==> src/pkg/hcs_consts.svh <==
`ifndef HCS_CONSTS_SVH
`define HCS_CONSTS_SVH
// Functional notes
// - Codes 128..169 are massage-only functions
// - Motor codes 137..140, toggles 166 and 167
// - Intensity codes 141..144, both channels 168/169
// - Code 255 is wakeup, never starts motors
// - Second handset answers id 38 with code
// - Byte 2 bits 4-5 select code set
// - Id 39/40 answer is one sequence byte
// - Reply follows last valid value in sequence
// - Unknown position sends the first entry
// - Monitor valid safety frames, reply next value
// - Track both 39 and 40, answer own
// - No safety answer unless key pressed
// - Master enables motors only on correct answers
// - Three consecutive valid values after unknown position
// - Master alone schedules frames, idle or active
// - Desk idle 37,39,0,10,36; active 37,39,0
// - More references extend idle schedule
// - Dual drive uses 35; idle 17,35,36
// - Prefer 37 over 35 for handset input

// ==================== Frame identifiers
`define HCS_ID_CMD1 6'h25
`define HCS_ID_CMD2 6'h26
`define HCS_ID_SAFE1 6'h27
`define HCS_ID_SAFE2 6'h28
`define HCS_ID_POS 6'h00
`define HCS_ID_REF 6'h0a
`define HCS_ID_STAT 6'h24

// ==================== Function codes
`define HCS_FC_MASSAGE_LO 8'h80
`define HCS_FC_AUX_LO 8'h92
`define HCS_FC_AUX_HI 8'ha5
`define HCS_FC_MOTOR1_ON 8'h89
`define HCS_FC_MOTOR2_OFF 8'h8c
`define HCS_FC_INT1_UP 8'h8d
`define HCS_FC_INT2_DN 8'h90
`define HCS_FC_MOTOR1_TGL 8'ha6
`define HCS_FC_MOTOR2_TGL 8'ha7
`define HCS_FC_INT_BOTH_UP 8'ha8
`define HCS_FC_INT_BOTH_DN 8'ha9
`define HCS_FC_WAKEUP 8'hff

// ==================== Code set field in data byte 2
`define HCS_SET_LSB 4
`define HCS_SET_UNDEF 2'h3

// ==================== Safety key sequence
`define HCS_SEQ_LEN 4'h9
`define HCS_SEQ0 8'h3f
`define HCS_SEQ1 8'hdf
`define HCS_SEQ2 8'hcf
`define HCS_SEQ3 8'hd7
`define HCS_SEQ4 8'hc3
`define HCS_SEQ5 8'hdd
`define HCS_SEQ6 8'hcc
`define HCS_SEQ7 8'h55
`define HCS_SEQ8 8'h80
`define HCS_VALID_RUN 2'h3

// ==================== Timing counts in clk_i cycles
`define HCS_GAP_CYC 16
`define HCS_RESP_WAIT_CYC 4
`endif

==> src/pkg/hcs_pkg.sv <==
`include "hcs_consts.svh"
package hcs_pkg;

    typedef enum logic [2:0] {
        CL_BASIC = 3'b000,
        CL_MASSAGE = 3'b001,
        CL_MOTOR = 3'b010,
        CL_INTENS = 3'b011,
        CL_AUX = 3'b100,
        CL_WAKE = 3'b101,
        CL_UNDEF = 3'b110
    } hcs_class_t;

    typedef enum logic [1:0] {
        HS_LISTEN = 2'b00,
        HS_CMD = 2'b01,
        HS_SAFE = 2'b10
    } hcs_hs_state_t;

    typedef enum logic [1:0] {
        MS_GAP = 2'b00,
        MS_WAIT = 2'b01,
        MS_DONE = 2'b10
    } hcs_ms_state_t;

    function automatic hcs_class_t hcs_classify(input logic [7:0] code);
        hcs_class_t c;
        c = CL_UNDEF;
        if (code < `HCS_FC_MASSAGE_LO) begin
            c = CL_BASIC;
        end else if (code == `HCS_FC_WAKEUP) begin
            c = CL_WAKE;
        end else if (code > `HCS_FC_INT_BOTH_DN) begin
            c = CL_UNDEF;
        end else if ((code >= `HCS_FC_MOTOR1_ON && code <= `HCS_FC_MOTOR2_OFF) ||
                     code == `HCS_FC_MOTOR1_TGL || code == `HCS_FC_MOTOR2_TGL) begin
            c = CL_MOTOR;
        end else if ((code >= `HCS_FC_INT1_UP && code <= `HCS_FC_INT2_DN) ||
                     code == `HCS_FC_INT_BOTH_UP || code == `HCS_FC_INT_BOTH_DN) begin
            c = CL_INTENS;
        end else if (code >= `HCS_FC_AUX_LO && code <= `HCS_FC_AUX_HI) begin
            c = CL_AUX;
        end else begin
            c = CL_MASSAGE;
        end
        return c;
    endfunction : hcs_classify

    function automatic logic [7:0] hcs_seq_val(input logic [3:0] idx);
        unique case (idx)
            4'h0: return `HCS_SEQ0;
            4'h1: return `HCS_SEQ1;
            4'h2: return `HCS_SEQ2;
            4'h3: return `HCS_SEQ3;
            4'h4: return `HCS_SEQ4;
            4'h5: return `HCS_SEQ5;
            4'h6: return `HCS_SEQ6;
            4'h7: return `HCS_SEQ7;
            4'h8: return `HCS_SEQ8;
            default: return `HCS_SEQ0;
        endcase
    endfunction : hcs_seq_val

    // Returns {hit, index}
    function automatic logic [4:0] hcs_seq_find(input logic [7:0] v);
        logic [4:0] r;
        r = 5'h00;
        for (int i = 0; i < 9; i++) begin
            if (hcs_seq_val(4'(i)) == v) begin
                r = {1'b1, 4'(i)};
            end
        end
        return r;
    endfunction : hcs_seq_find

endpackage : hcs_pkg

==> src/pkg/hcs_link_if.sv <==
// Frame-level view of the shared bus: header, one response, then a broadcast
// of what every node on the wire received.
interface hcs_link_if;
    logic hdr_valid;
    logic [5:0] hdr_id;
    logic rsp_valid;
    logic rsp_len2;
    logic [7:0] rsp_b0;
    logic [7:0] rsp_b1;
    logic obs_valid;
    logic obs_ok;
    logic [5:0] obs_id;
    logic [7:0] obs_b0;

    modport master (
        output hdr_valid, hdr_id, obs_valid, obs_ok, obs_id, obs_b0,
        input rsp_valid, rsp_len2, rsp_b0, rsp_b1
    );

    modport handset (
        input hdr_valid, hdr_id, obs_valid, obs_ok, obs_id, obs_b0,
        output rsp_valid, rsp_len2, rsp_b0, rsp_b1
    );
endinterface : hcs_link_if

==> src/design/hcs_seq_tracker.sv <==
`include "hcs_consts.svh"
module hcs_seq_tracker (
    input wire logic clk_i,
    input wire logic sys_rst_i,
    input wire logic obs_valid_i,
    input wire logic [7:0] obs_value_i,
    output logic known_o,
    output logic [7:0] next_value_o,
    output logic match_o
);
    logic [3:0] idx_r;
    logic known_r;
    logic [4:0] found;
    logic [3:0] exp_idx;

    assign found = hcs_pkg::hcs_seq_find(obs_value_i);

    // ==================== Expected next position
    always_comb begin
        if (!known_r) begin
            exp_idx = 4'h0;
        end else if (idx_r == `HCS_SEQ_LEN - 4'h1) begin
            exp_idx = 4'h0;
        end else begin
            exp_idx = idx_r + 4'h1;
        end
    end

    assign next_value_o = hcs_pkg::hcs_seq_val(exp_idx);
    assign match_o = obs_valid_i && found[4] && found[3:0] == exp_idx;
    assign known_o = known_r;

    // ==================== Position update
    // Any sequence member resyncs; a foreign byte drops to unknown.
    always_ff @(posedge clk_i or posedge sys_rst_i) begin
        if (sys_rst_i) begin
            idx_r <= 4'h0;
            known_r <= 1'b0;
        end else if (obs_valid_i) begin
            idx_r <= found[3:0];
            known_r <= found[4];
        end
    end
endmodule : hcs_seq_tracker

==> src/design/hcs_master.sv <==
`include "hcs_consts.svh"
module hcs_master #(
    parameter bit TWO_HS = 1'b0,
    parameter int GAP_CYC = `HCS_GAP_CYC,
    parameter int RESP_WAIT = `HCS_RESP_WAIT_CYC
) (
    input wire logic clk_i,
    input wire logic sys_rst_i,
    hcs_link_if.master lnk,
    output logic active_o,
    output logic motor_en_o,
    output logic cmd_valid_o,
    output logic [7:0] cmd_code_o,
    output logic [1:0] cmd_set_o,
    output hcs_pkg::hcs_class_t cmd_class_o
);
    hcs_pkg::hcs_ms_state_t state_r;
    logic [15:0] cnt_r;
    logic [2:0] slot_r;
    logic [5:0] id_r;
    logic got_r;
    logic len2_r;
    logic [7:0] b0_r;
    logic [7:0] b1_r;
    logic active_r;
    logic motor_r;
    logic [1:0] run_r;
    logic hdr_valid_r;
    logic obs_valid_r;
    logic cmd_valid_r;
    logic [7:0] cmd_code_r;
    logic [1:0] cmd_set_r;
    hcs_pkg::hcs_class_t cmd_class_r;
    logic is_cmd;
    logic is_safe;
    logic seq_ok;
    logic [1:0] run_nxt;

    // ==================== Schedules
    // Desk system with one reference; the second handset frames are optional.
    function automatic logic [5:0] sched_id(input logic act, input logic [2:0] s);
        logic [5:0] r;
        r = `HCS_ID_CMD1;
        unique case (s)
            3'h0: r = `HCS_ID_CMD1;
            3'h1: r = `HCS_ID_SAFE1;
            3'h2: r = `HCS_ID_POS;
            3'h3: r = act ? `HCS_ID_CMD2 : `HCS_ID_REF;
            3'h4: r = act ? `HCS_ID_SAFE2 : `HCS_ID_STAT;
            3'h5: r = `HCS_ID_CMD2;
            3'h6: r = `HCS_ID_SAFE2;
            default: r = `HCS_ID_CMD1;
        endcase
        return r;
    endfunction : sched_id

    function automatic logic [2:0] sched_len(input logic act);
        return act ? (TWO_HS ? 3'h5 : 3'h3) : (TWO_HS ? 3'h7 : 3'h5);
    endfunction : sched_len

    assign is_cmd = id_r == `HCS_ID_CMD1 || id_r == `HCS_ID_CMD2;
    assign is_safe = id_r == `HCS_ID_SAFE1 || id_r == `HCS_ID_SAFE2;

    hcs_seq_tracker u_trk (
        .clk_i(clk_i),
        .sys_rst_i(sys_rst_i),
        .obs_valid_i(state_r == hcs_pkg::MS_DONE && got_r && is_safe),
        .obs_value_i(b0_r),
        .known_o(),
        .next_value_o(),
        .match_o(seq_ok)
    );

    // ==================== Frame sequencer
    always_ff @(posedge clk_i or posedge sys_rst_i) begin
        if (sys_rst_i) begin
            state_r <= hcs_pkg::MS_GAP;
            cnt_r <= 16'(GAP_CYC);
            slot_r <= 3'h0;
            id_r <= 6'h00;
            got_r <= 1'b0;
            len2_r <= 1'b0;
            b0_r <= 8'h00;
            b1_r <= 8'h00;
        end else begin
            unique case (state_r)
                hcs_pkg::MS_GAP: begin
                    if (cnt_r == 16'h0000) begin
                        id_r <= sched_id(active_r, slot_r);
                        got_r <= 1'b0;
                        cnt_r <= 16'(RESP_WAIT);
                        state_r <= hcs_pkg::MS_WAIT;
                    end else begin
                        cnt_r <= cnt_r - 16'h0001;
                    end
                end
                hcs_pkg::MS_WAIT: begin
                    if (lnk.rsp_valid) begin
                        got_r <= 1'b1;
                        len2_r <= lnk.rsp_len2;
                        b0_r <= lnk.rsp_b0;
                        b1_r <= lnk.rsp_b1;
                        state_r <= hcs_pkg::MS_DONE;
                    end else if (cnt_r == 16'h0000) begin
                        state_r <= hcs_pkg::MS_DONE;
                    end else begin
                        cnt_r <= cnt_r - 16'h0001;
                    end
                end
                hcs_pkg::MS_DONE: begin
                    cnt_r <= 16'(GAP_CYC);
                    slot_r <= (slot_r + 3'h1 >= sched_len(active_r)) ? 3'h0 : slot_r + 3'h1;
                    state_r <= hcs_pkg::MS_GAP;
                end
                default: begin
                    state_r <= hcs_pkg::MS_GAP;
                end
            endcase
        end
    end

    always_ff @(posedge clk_i or posedge sys_rst_i) begin
        if (sys_rst_i) begin
            hdr_valid_r <= 1'b0;
            obs_valid_r <= 1'b0;
        end else begin
            hdr_valid_r <= state_r == hcs_pkg::MS_GAP && cnt_r == 16'h0000;
            obs_valid_r <= state_r == hcs_pkg::MS_DONE;
        end
    end

    assign lnk.hdr_valid = hdr_valid_r;
    assign lnk.hdr_id = id_r;
    assign lnk.obs_valid = obs_valid_r;
    assign lnk.obs_ok = got_r;
    assign lnk.obs_id = id_r;
    assign lnk.obs_b0 = b0_r;

    // ==================== Command frames and system state
    always_ff @(posedge clk_i or posedge sys_rst_i) begin
        if (sys_rst_i) begin
            cmd_valid_r <= 1'b0;
            cmd_code_r <= `HCS_FC_WAKEUP;
            cmd_set_r <= 2'h0;
            cmd_class_r <= hcs_pkg::CL_WAKE;
            active_r <= 1'b0;
        end else begin
            cmd_valid_r <= 1'b0;
            if (state_r == hcs_pkg::MS_DONE && is_cmd) begin
                if (got_r && len2_r) begin
                    cmd_valid_r <= 1'b1;
                    cmd_code_r <= b0_r;
                    cmd_set_r <= b1_r[`HCS_SET_LSB +: 2];
                    cmd_class_r <= hcs_pkg::hcs_classify(b0_r);
                    active_r <= b0_r != `HCS_FC_WAKEUP;
                end else begin
                    active_r <= 1'b0;
                end
            end
        end
    end

    // ==================== Motor output gate
    assign run_nxt = (got_r && seq_ok) ? ((run_r == `HCS_VALID_RUN) ? run_r : run_r + 2'h1) : 2'h0;

    always_ff @(posedge clk_i or posedge sys_rst_i) begin
        if (sys_rst_i) begin
            run_r <= 2'h0;
            motor_r <= 1'b0;
        end else if (state_r == hcs_pkg::MS_DONE && is_safe) begin
            run_r <= run_nxt;
            // Wakeup never opens the outputs, even with a good sequence.
            motor_r <= run_nxt == `HCS_VALID_RUN && active_r &&
                       cmd_class_r != hcs_pkg::CL_WAKE;
        end else if (!active_r) begin
            motor_r <= 1'b0;
        end
    end

    assign active_o = active_r;
    assign motor_en_o = motor_r;
    assign cmd_valid_o = cmd_valid_r;
    assign cmd_code_o = cmd_code_r;
    assign cmd_set_o = cmd_set_r;
    assign cmd_class_o = cmd_class_r;
endmodule : hcs_master

==> src/flat_wrapper.sv <==
// flat-port wrapper written by rule: the top's interface ports become plain ports
module hcs_master_flat 
#(
    parameter bit TWO_HS = 1'b0,
    parameter int GAP_CYC = `HCS_GAP_CYC,
    parameter int RESP_WAIT = `HCS_RESP_WAIT_CYC
)
  (clk_i, sys_rst_i, active_o, motor_en_o, cmd_valid_o, cmd_code_o, cmd_set_o, cmd_class_o, lnk_hdr_valid, lnk_hdr_id, lnk_obs_valid, lnk_obs_ok, lnk_obs_id, lnk_obs_b0, lnk_rsp_valid, lnk_rsp_len2, lnk_rsp_b0, lnk_rsp_b1);
  hcs_link_if lnk_i ();
  input wire logic clk_i;
  input wire logic sys_rst_i;
  output logic active_o;
  output logic motor_en_o;
  output logic cmd_valid_o;
  output logic [7:0] cmd_code_o;
  output logic [1:0] cmd_set_o;
  output hcs_pkg::hcs_class_t cmd_class_o;
  output wire logic [$bits(lnk_i.hdr_valid)-1:0] lnk_hdr_valid;
  output wire logic [$bits(lnk_i.hdr_id)-1:0] lnk_hdr_id;
  output wire logic [$bits(lnk_i.obs_valid)-1:0] lnk_obs_valid;
  output wire logic [$bits(lnk_i.obs_ok)-1:0] lnk_obs_ok;
  output wire logic [$bits(lnk_i.obs_id)-1:0] lnk_obs_id;
  output wire logic [$bits(lnk_i.obs_b0)-1:0] lnk_obs_b0;
  input wire logic [$bits(lnk_i.rsp_valid)-1:0] lnk_rsp_valid;
  input wire logic [$bits(lnk_i.rsp_len2)-1:0] lnk_rsp_len2;
  input wire logic [$bits(lnk_i.rsp_b0)-1:0] lnk_rsp_b0;
  input wire logic [$bits(lnk_i.rsp_b1)-1:0] lnk_rsp_b1;
  assign lnk_hdr_valid = lnk_i.hdr_valid;
  assign lnk_hdr_id = lnk_i.hdr_id;
  assign lnk_obs_valid = lnk_i.obs_valid;
  assign lnk_obs_ok = lnk_i.obs_ok;
  assign lnk_obs_id = lnk_i.obs_id;
  assign lnk_obs_b0 = lnk_i.obs_b0;
  assign lnk_i.rsp_valid = lnk_rsp_valid;
  assign lnk_i.rsp_len2 = lnk_rsp_len2;
  assign lnk_i.rsp_b0 = lnk_rsp_b0;
  assign lnk_i.rsp_b1 = lnk_rsp_b1;
  hcs_master #(.TWO_HS(TWO_HS), .GAP_CYC(GAP_CYC), .RESP_WAIT(RESP_WAIT)) u_core (.clk_i(clk_i), .sys_rst_i(sys_rst_i), .lnk(lnk_i), .active_o(active_o), .motor_en_o(motor_en_o), .cmd_valid_o(cmd_valid_o), .cmd_code_o(cmd_code_o), .cmd_set_o(cmd_set_o), .cmd_class_o(cmd_class_o));
endmodule
==> config.mk <==
export PLATFORM = sky130hd
export DESIGN_NAME = hcs_master_flat
export DESIGN_NICKNAME = d
export VERILOG_FILES = /design/src/pkg/hcs_pkg.sv /design/src/pkg/hcs_link_if.sv /design/src/design/hcs_seq_tracker.sv /design/src/design/hcs_master.sv /design/src/flat_wrapper.sv
export VERILOG_INCLUDE_DIRS = /design/src /design/src/pkg
export SDC_FILE = /design/constraint.sdc
export NUM_CORES = 1
export LEC_CHECK = 0
export ABC_AREA = 1
export BUFFER_PORTS_ARGS = -buffer_cell sky130_fd_sc_hd__buf_4
export CORE_MARGIN = 4
export CORE_UTILIZATION = 25
export DETAILED_ROUTE_END_ITERATION = 6
export PLACE_DENSITY = 0.43
export SYNTH_ARGS = -nofsm -noshare
export SYNTH_HDL_FRONTEND = slang
export SYNTH_HIERARCHICAL = 1
export SYNTH_SLANG_ARGS = --single-unit
==> constraint.sdc <==
create_clock -name clk_i -period 2.5 [get_ports clk_i]
set_input_delay 0.25 -clock clk_i [delete_from_list [all_inputs] [get_ports clk_i]]
set_output_delay 0.25 -clock clk_i [all_outputs]
set_load 0.05 [all_outputs]
# --- Word-level counts from Yosys, hierarchy flattened ---
# Cells that the tools add are included.
totals:
  wordCells: 140
  latchBits: 0
  ram_bits: 0
  mem_count: 0
  romBits: 0
  regBits: 68
  output_inout_bits: 39
op_classes:
  reduce_logical: 30
  eq_ne: 38
  div: 0
  n_shift: 0
  n_bitwise: 0
  addsub: 4
  n_mul: 0
  n_lt_le_gt_ge: 9
  mux: 40
ops:
  columns: ["cell", "count"]
  rows:
  - ["8-bit == test, first input constant", 7]
  - ["16-bit two-way mux", 3]
  - ["16-bit one-hot mux with 3 select lines", 1]
  - ["5-bit two-way mux", 9]
  - ["8-bit == test, second input constant", 5]
  - ["6-bit one-hot mux with 6 select lines", 1]
  - ["6-bit == test, second input constant", 4]
  - ["8-bit >= comparator, second input constant", 3]
  - ["8-bit <= comparator, second input constant", 3]
  - ["3-bit two-way mux", 8]
  - ["16-bit logical NOT", 1]
  - ["16-bit by 1-bit subtractor with 16-bit output, second input constant", 1]
  - ["1-bit logical AND", 14]
  - ["4-bit two-way mux", 3]
  - ["2-bit two-way mux", 5]
  - ["3-bit == test, second input constant", 3]
  - ["6-bit by 8-bit == test with 1-bit output, first input constant", 1]
  - ["7-bit by 8-bit == test with 1-bit output, first input constant", 1]
  - ["8-bit > comparator, second input constant", 1]
  - ["8-bit less-than comparator, second input constant", 1]
  - ["2-bit != test, second input constant", 4]
  - ["8-bit != test, second input constant", 1]
  - ["2-bit AND reduction", 4]
  - ["1-bit two-way mux", 7]
  - ["other kinds (21)", 30]

# --- Longest topological paths before layout ---
depth:
  ltp_word: 18
  depth_mapped: 15
  depth_no_buf: 15

# --- Hierarchy ---
# Netlist, hierarchy kept.
modules_own_cells:
  columns: ["mod", "cells_per_inst", "instances", "area_per_inst_um2", "seq_area_each_um2"]
  rows:
  - ["hcs_master", 463, 1, 3418.3, 1465.2]
  - ["hcs_seq_tracker", 128, 1, 715.7, 125.1]

# --- Worst setup path before layout ---
# OpenSTA, ideal clock, no wires.
synth_timing:
  path_type: "reg2reg"
  start: "register u_core.id_r[2], in the netlist u_core/lnk.hdr_id[2]"
  end: "register u_core.motor_r, in the netlist u_core/motor_en_o"
  setup_ps: 95
  stages_incl_launch_ff: 16
  required_time_ps: 2405
  n_path_buf: 1
  slack_ps: 289
  synth_period_minus_slack_ps: 2211
  arrival_ps: 2116
  path_cell_list: "dfrtp_1 > inv_1 > nor2_1 > nand2_1 > nand2_1 > nand2_1 > nor2_1 > clkbuf_1 > nand2_1 > nor2_1 > nand2_1 > nor2_2 > nand2_1 > inv_1 > nand3_1 > o31ai_1"
synth_between:
  elab_chain_cells: 11
synth_lines:
  columns: ["item", "line", "source"]
  rows:
  - ["start, declared", "hcs_master.sv:20", "logic [5:0] id_r;"]
  - ["start signal, assigned", "hcs_master.sv:89", "id_r <= sched_id(active_r, slot_r);"]
  - ["6-bit == test (no line)", null, null]
  - ["1-bit logical OR (no line) *", null, null]
  - ["1-bit logical AND *", "hcs_master.sv:67", ".obs_valid_i(state_r == hcs_pkg::MS_DONE && got_r && is_safe),"]
  - ["1-bit logical AND * (2 in a row)", "hcs_seq_tracker.sv:30", "assign match_o = obs_valid_i && found[4] && found[3:0] == exp_idx;"]
  - ["via u_core.seq_ok", "hcs_master.sv:36", "logic seq_ok;"]
  - ["1-bit logical AND *", "hcs_master.sv:164", "assign run_nxt = (got_r && seq_ok) ? ((run_r == `HCS_VALID_RUN) ? run_r : run_r + 2'h1) : 2'h0;"]
  - ["2-bit two-way mux *", "hcs_master.sv:164", null]
  - ["2-bit == test (no line) *", null, null]
  - ["1-bit logical AND * (2 in a row)", "hcs_master.sv:173", "motor_r <= run_nxt == `HCS_VALID_RUN && active_r &&"]
  - ["1-bit two-way mux *", "hcs_master.sv:170", "end else if (state_r == hcs_pkg::MS_DONE && is_safe) begin"]
  - ["end signal, assigned", "hcs_master.sv:173", null]
  - ["end, declared", "hcs_master.sv:26", "logic motor_r;"]
# The timed path passes the listed nets; every way through them passes the cells marked *.
# A chain may end at the register's enable or synchronous reset.

# --- Worst setup path in the final report ---
layout_timing:
  start: "register u_core.b0_r[6], in the netlist u_core/lnk.obs_b0[6]"
  end: "register u_core.motor_r, in the netlist u_core/motor_en_o"
layout_between:
  elab_chain_cells: 18
layout_lines:
  columns: ["item", "line", "source"]
  rows:
  - ["start, declared", "hcs_master.sv:23", "logic [7:0] b0_r;"]
  - ["start signal, assigned", "hcs_master.sv:101", "b0_r <= lnk.rsp_b0;"]
  - ["6-bit by 8-bit == test with 1-bit output", "hcs_pkg.sv:69", "if (hcs_seq_val(4'(i)) == v) begin"]
  - ["5-bit two-way mux (8 in a row)", "hcs_pkg.sv:69", null]
  - ["5-bit two-way mux *", "hcs_pkg.sv:69", null]
  - ["branches (longest 1 deep; another with 4-bit == test)", null, null]
  - ["1-bit logical AND *", "hcs_seq_tracker.sv:30", null]
  - ["via u_core.seq_ok", "hcs_master.sv:36", null]
  - ["1-bit logical AND *", "hcs_master.sv:164", null]
  - ["2-bit two-way mux *", "hcs_master.sv:164", null]
  - ["2-bit == test (no line) *", null, null]
  - ["1-bit logical AND * (2 in a row)", "hcs_master.sv:173", null]
  - ["1-bit two-way mux *", "hcs_master.sv:170", null]
# Mark *: on every way through the listed nets, which the timed path passes.

==> metrics.log <==
INFO  metric area_of_the_core = 15400 um2
INFO  metric crit_required = 2.75 ns
INFO  metric cts_post_setup_buffers_inserted = 0
INFO  metric crit_path_max_fanout = 8
INFO  metric tritoncts.num_buffers = 9
INFO  metric worst_skew_pair.late_latency = 0.34 ns
INFO  metric fin_nets = 654
INFO  metric path_clk_slew = 0.06 ns
INFO  metric synthesis.area = 3980 um2
INFO  metric fill_cells = 1679
INFO  metric drtAntennaViolNets = 0
INFO  metric maximum_number_of_pins_on_one_net_before_global_route_repair = 25
INFO  metric total_iterations_of_the_first_detailed_routing_run = 4
INFO  metric dr_total_vias = 3691
INFO  metric grtUsageTotal = 12.4%
INFO  metric die_area = 18000 um2
INFO  metric powerDensity = 1220 nW/um2
INFO  metric cts_hold_buffers = 1
INFO  metric grt_setup_unrepaired = false
INFO  metric setup-tns-final = 0 ns
INFO  metric portBuffers = 50
INFO  metric num_io_pins = 59
INFO  metric post_route_cells_drive_above_1_share = 20.0%
INFO  metric clock_tree.root_cell = clkbuf_16
INFO  metric timing.final.ws_setup = 0.351 ns
INFO  metric floorplan.die.height = 134 um
INFO  metric global_route.usage.met3 = 3.90%
INFO  metric diodes = 0
INFO  metric drt-wirelength-per-cell = 12.6 um
INFO  metric final.setup_skew = 0.00599 ns
INFO  metric post-route-cell-area = 4900 um2
INFO  metric grt.overflow.total = 0
INFO  metric cap_viol_max_count = 0
INFO  metric worst_hold_path_type = in -> reg
INFO  metric synthCells = 563
INFO  metric place.detailed.hpwl = 7.74 mm
INFO  metric power.ir.vdd_worst = 599 uV
INFO  metric rows = 45
INFO  metric die_x = 134 um
INFO  metric grt.busiest_layer = met2
INFO  metric timing.final.max_slew_violations = 0
INFO  metric area.growth.synth_to_final = 23.2%
INFO  metric antenna_found_initial = 0
INFO  metric synthesis.area_per_instance = 7.06 um2
INFO  metric post-route-period-util = 86.0%
INFO  metric r2r_setup_slack = 0.35 ns
INFO  metric gr-usage-met2 = 20.8%
INFO  metric end_kind = register
INFO  metric post_dp_cell_area = 4590 um2
INFO  metric run_status = finished, final reports clean
INFO  metric cts_num_sinks = 63
INFO  metric floorplan.initialDensity = 25.9%
INFO  metric max_slew_margin = 65.8%
INFO  metric cp_slowest_cell = dfrtp_1
INFO  metric worstMarginPinSlew = 0.510 ns
INFO  metric met1_usage = 15.7%
INFO  metric hold_vio_cnt_final = 0
INFO  metric drc = 0
INFO  metric criticalPathCategory = reg -> reg
INFO  metric critPathMostFrequentCell = nand2_1
INFO  metric setup_viol_count_final = 0
INFO  metric cts.repair.resized = 0
INFO  metric detail_route.iter0.violations = 179
INFO  metric viasPerCell = 4.41
INFO  metric fmaxAchievable = 0.465 GHz
INFO  metric critical_path.startpoint_type = register
INFO  metric cts_max_level = 3
INFO  metric routabilityCongestion = 0.789
INFO  metric totalWireLength = 10.6 mm
INFO  metric max_stage_delay = 0.56 ns
INFO  metric crit_chain = nand2_1, nor2_1, nand2_1, nand2_1, nor2_1, nand2_1, nand2_1, nor2_1, nand2_1, nor2_2, nand2_1, inv_1, nand3_1, o31ai_1
INFO  metric cts_buffer_depth = 2
INFO  metric tritoncts = yes
INFO  metric min_period = 2.15 ns
INFO  metric vias_in_the_first_global_route = 3576
INFO  metric first_pass_grt_wire_length = 18.0 mm
INFO  metric arrival = 2.40 ns
INFO  metric ys.warnings.count = 6
INFO  metric power_leakage = 2.55 nW
INFO  metric post-place-ws = 0.374 ns
-- cell type report --
type | instances | area (um2) | area share [%]
tap | 211 | 264 | 5.39
multi-input combinational | 422 | 2040 | 41.5
inverter | 61 | 231 | 4.72
timing repair buffer | 64 | 483 | 9.85
clock buffer | 9 | 225 | 4.59
clock inverter | 7 | 72.6 | 1.48
sequential | 63 | 1590 | 32.4
-- per-stage QoR --
step	power (mW)	hold WS, ns	cells	utilization, %
2_1_floorplan	3.96	0.0285	564	-
3_3_place_gp	4.70	0.174	820	29.9
3_5_place_dp	4.74	0.175	820	29.9
4_1_cts	6.05	0.0903	837	31.9
5_1_grt	6.51	0.105	837	31.9
6_report	5.97	0.106	837	31.9
-- registers in the layout, summed over array words and instances, names as in the netlist --
name,flops
u_core/lnk.hdr_id,5
u_core/active_o,1
u_core/cmd_class_o,3
u_core/motor_en_o,1
u_core/len2_r,1
u_core/cnt_r,16
u_core/b1_r,2
u_core/lnk.obs_b0,8
u_core/lnk.hdr_valid,1
u_core/cmd_code_o,8
u_core/cmd_set_o,2
u_core/state_r,2
u_core/run_r,2
u_core/cmd_valid_o,1
u_core/lnk.obs_ok,1
u_core/lnk.obs_valid,1
u_core/u_trk/idx_r,4
u_core/u_trk/known_o,1
u_core/slot_r,3
-- cell usage in the layout (no fill, tap or decap), types with 2 or more instances in the layout --
cell type,n
nand2_1,202
nand4_1,18
dfrtp_1,52
clkbuf_16,9
conb_1,2
nor3_1,5
o21ai_2,3
xnor2_1,3
nor2_4,6
clkinvlp_4,2
xor2_1,5
a21oi_1,11
o21ai_1,10
nand3_2,2
nor2_1,61
nor2_2,9
nand2_2,8
nand3_1,31
o21ai_0,25
inv_1,54
dfstp_2,11
buf_4,63
ha_1,13
inv_2,5
clkinv_2,2
o31ai_1,2
-- worst max-delay path: cells and delay by family, from the launching register on --
family / cells / cell delay [ns]
AOI/OAI and AO/OA: 1 / 0.22
buffers and inverters: 1 / 0.08
DFF: 1 / 0.56
and+or+nand+nor: 12 / 1.20
-- path summary, 6_finish.rpt --
check                                     start                     to  cells after the start
setup / recovery           u_core/lnk.obs_b0[6]      u_core/motor_en_o                     14
hold / removal                    lnk_rsp_b1[4]         u_core/b1_r[4]                      3
setup reg to reg           u_core/lnk.obs_b0[6]      u_core/motor_en_o                     14
hold reg to reg            u_core/cmd_code_o[6]   u_core/cmd_code_o[6]                      2
max in group asynchronous             sys_rst_i   u_core/cmd_code_o[1]                      4
min in group asynchronous             sys_rst_i  u_core/u_trk/idx_r[3]                      3
-- metal layers --
metal	wire length, um	vias to the layer above
li1	-	1884
met1	4970	1732
met2	4980	69
met3	539	6
met4	101	0
met5	0	-
-- power breakdown --
group	leakage, nW	total (mW)	switching, mW	internal (mW)
Clock	0.142	1.26	0.492	0.772
Combinational	1.61	2.97	2.02	0.953
Sequential	0.797	1.74	0.418	1.32
Total	2.55	5.97	2.93	3.04
Power figures use the tool's default switching activity.
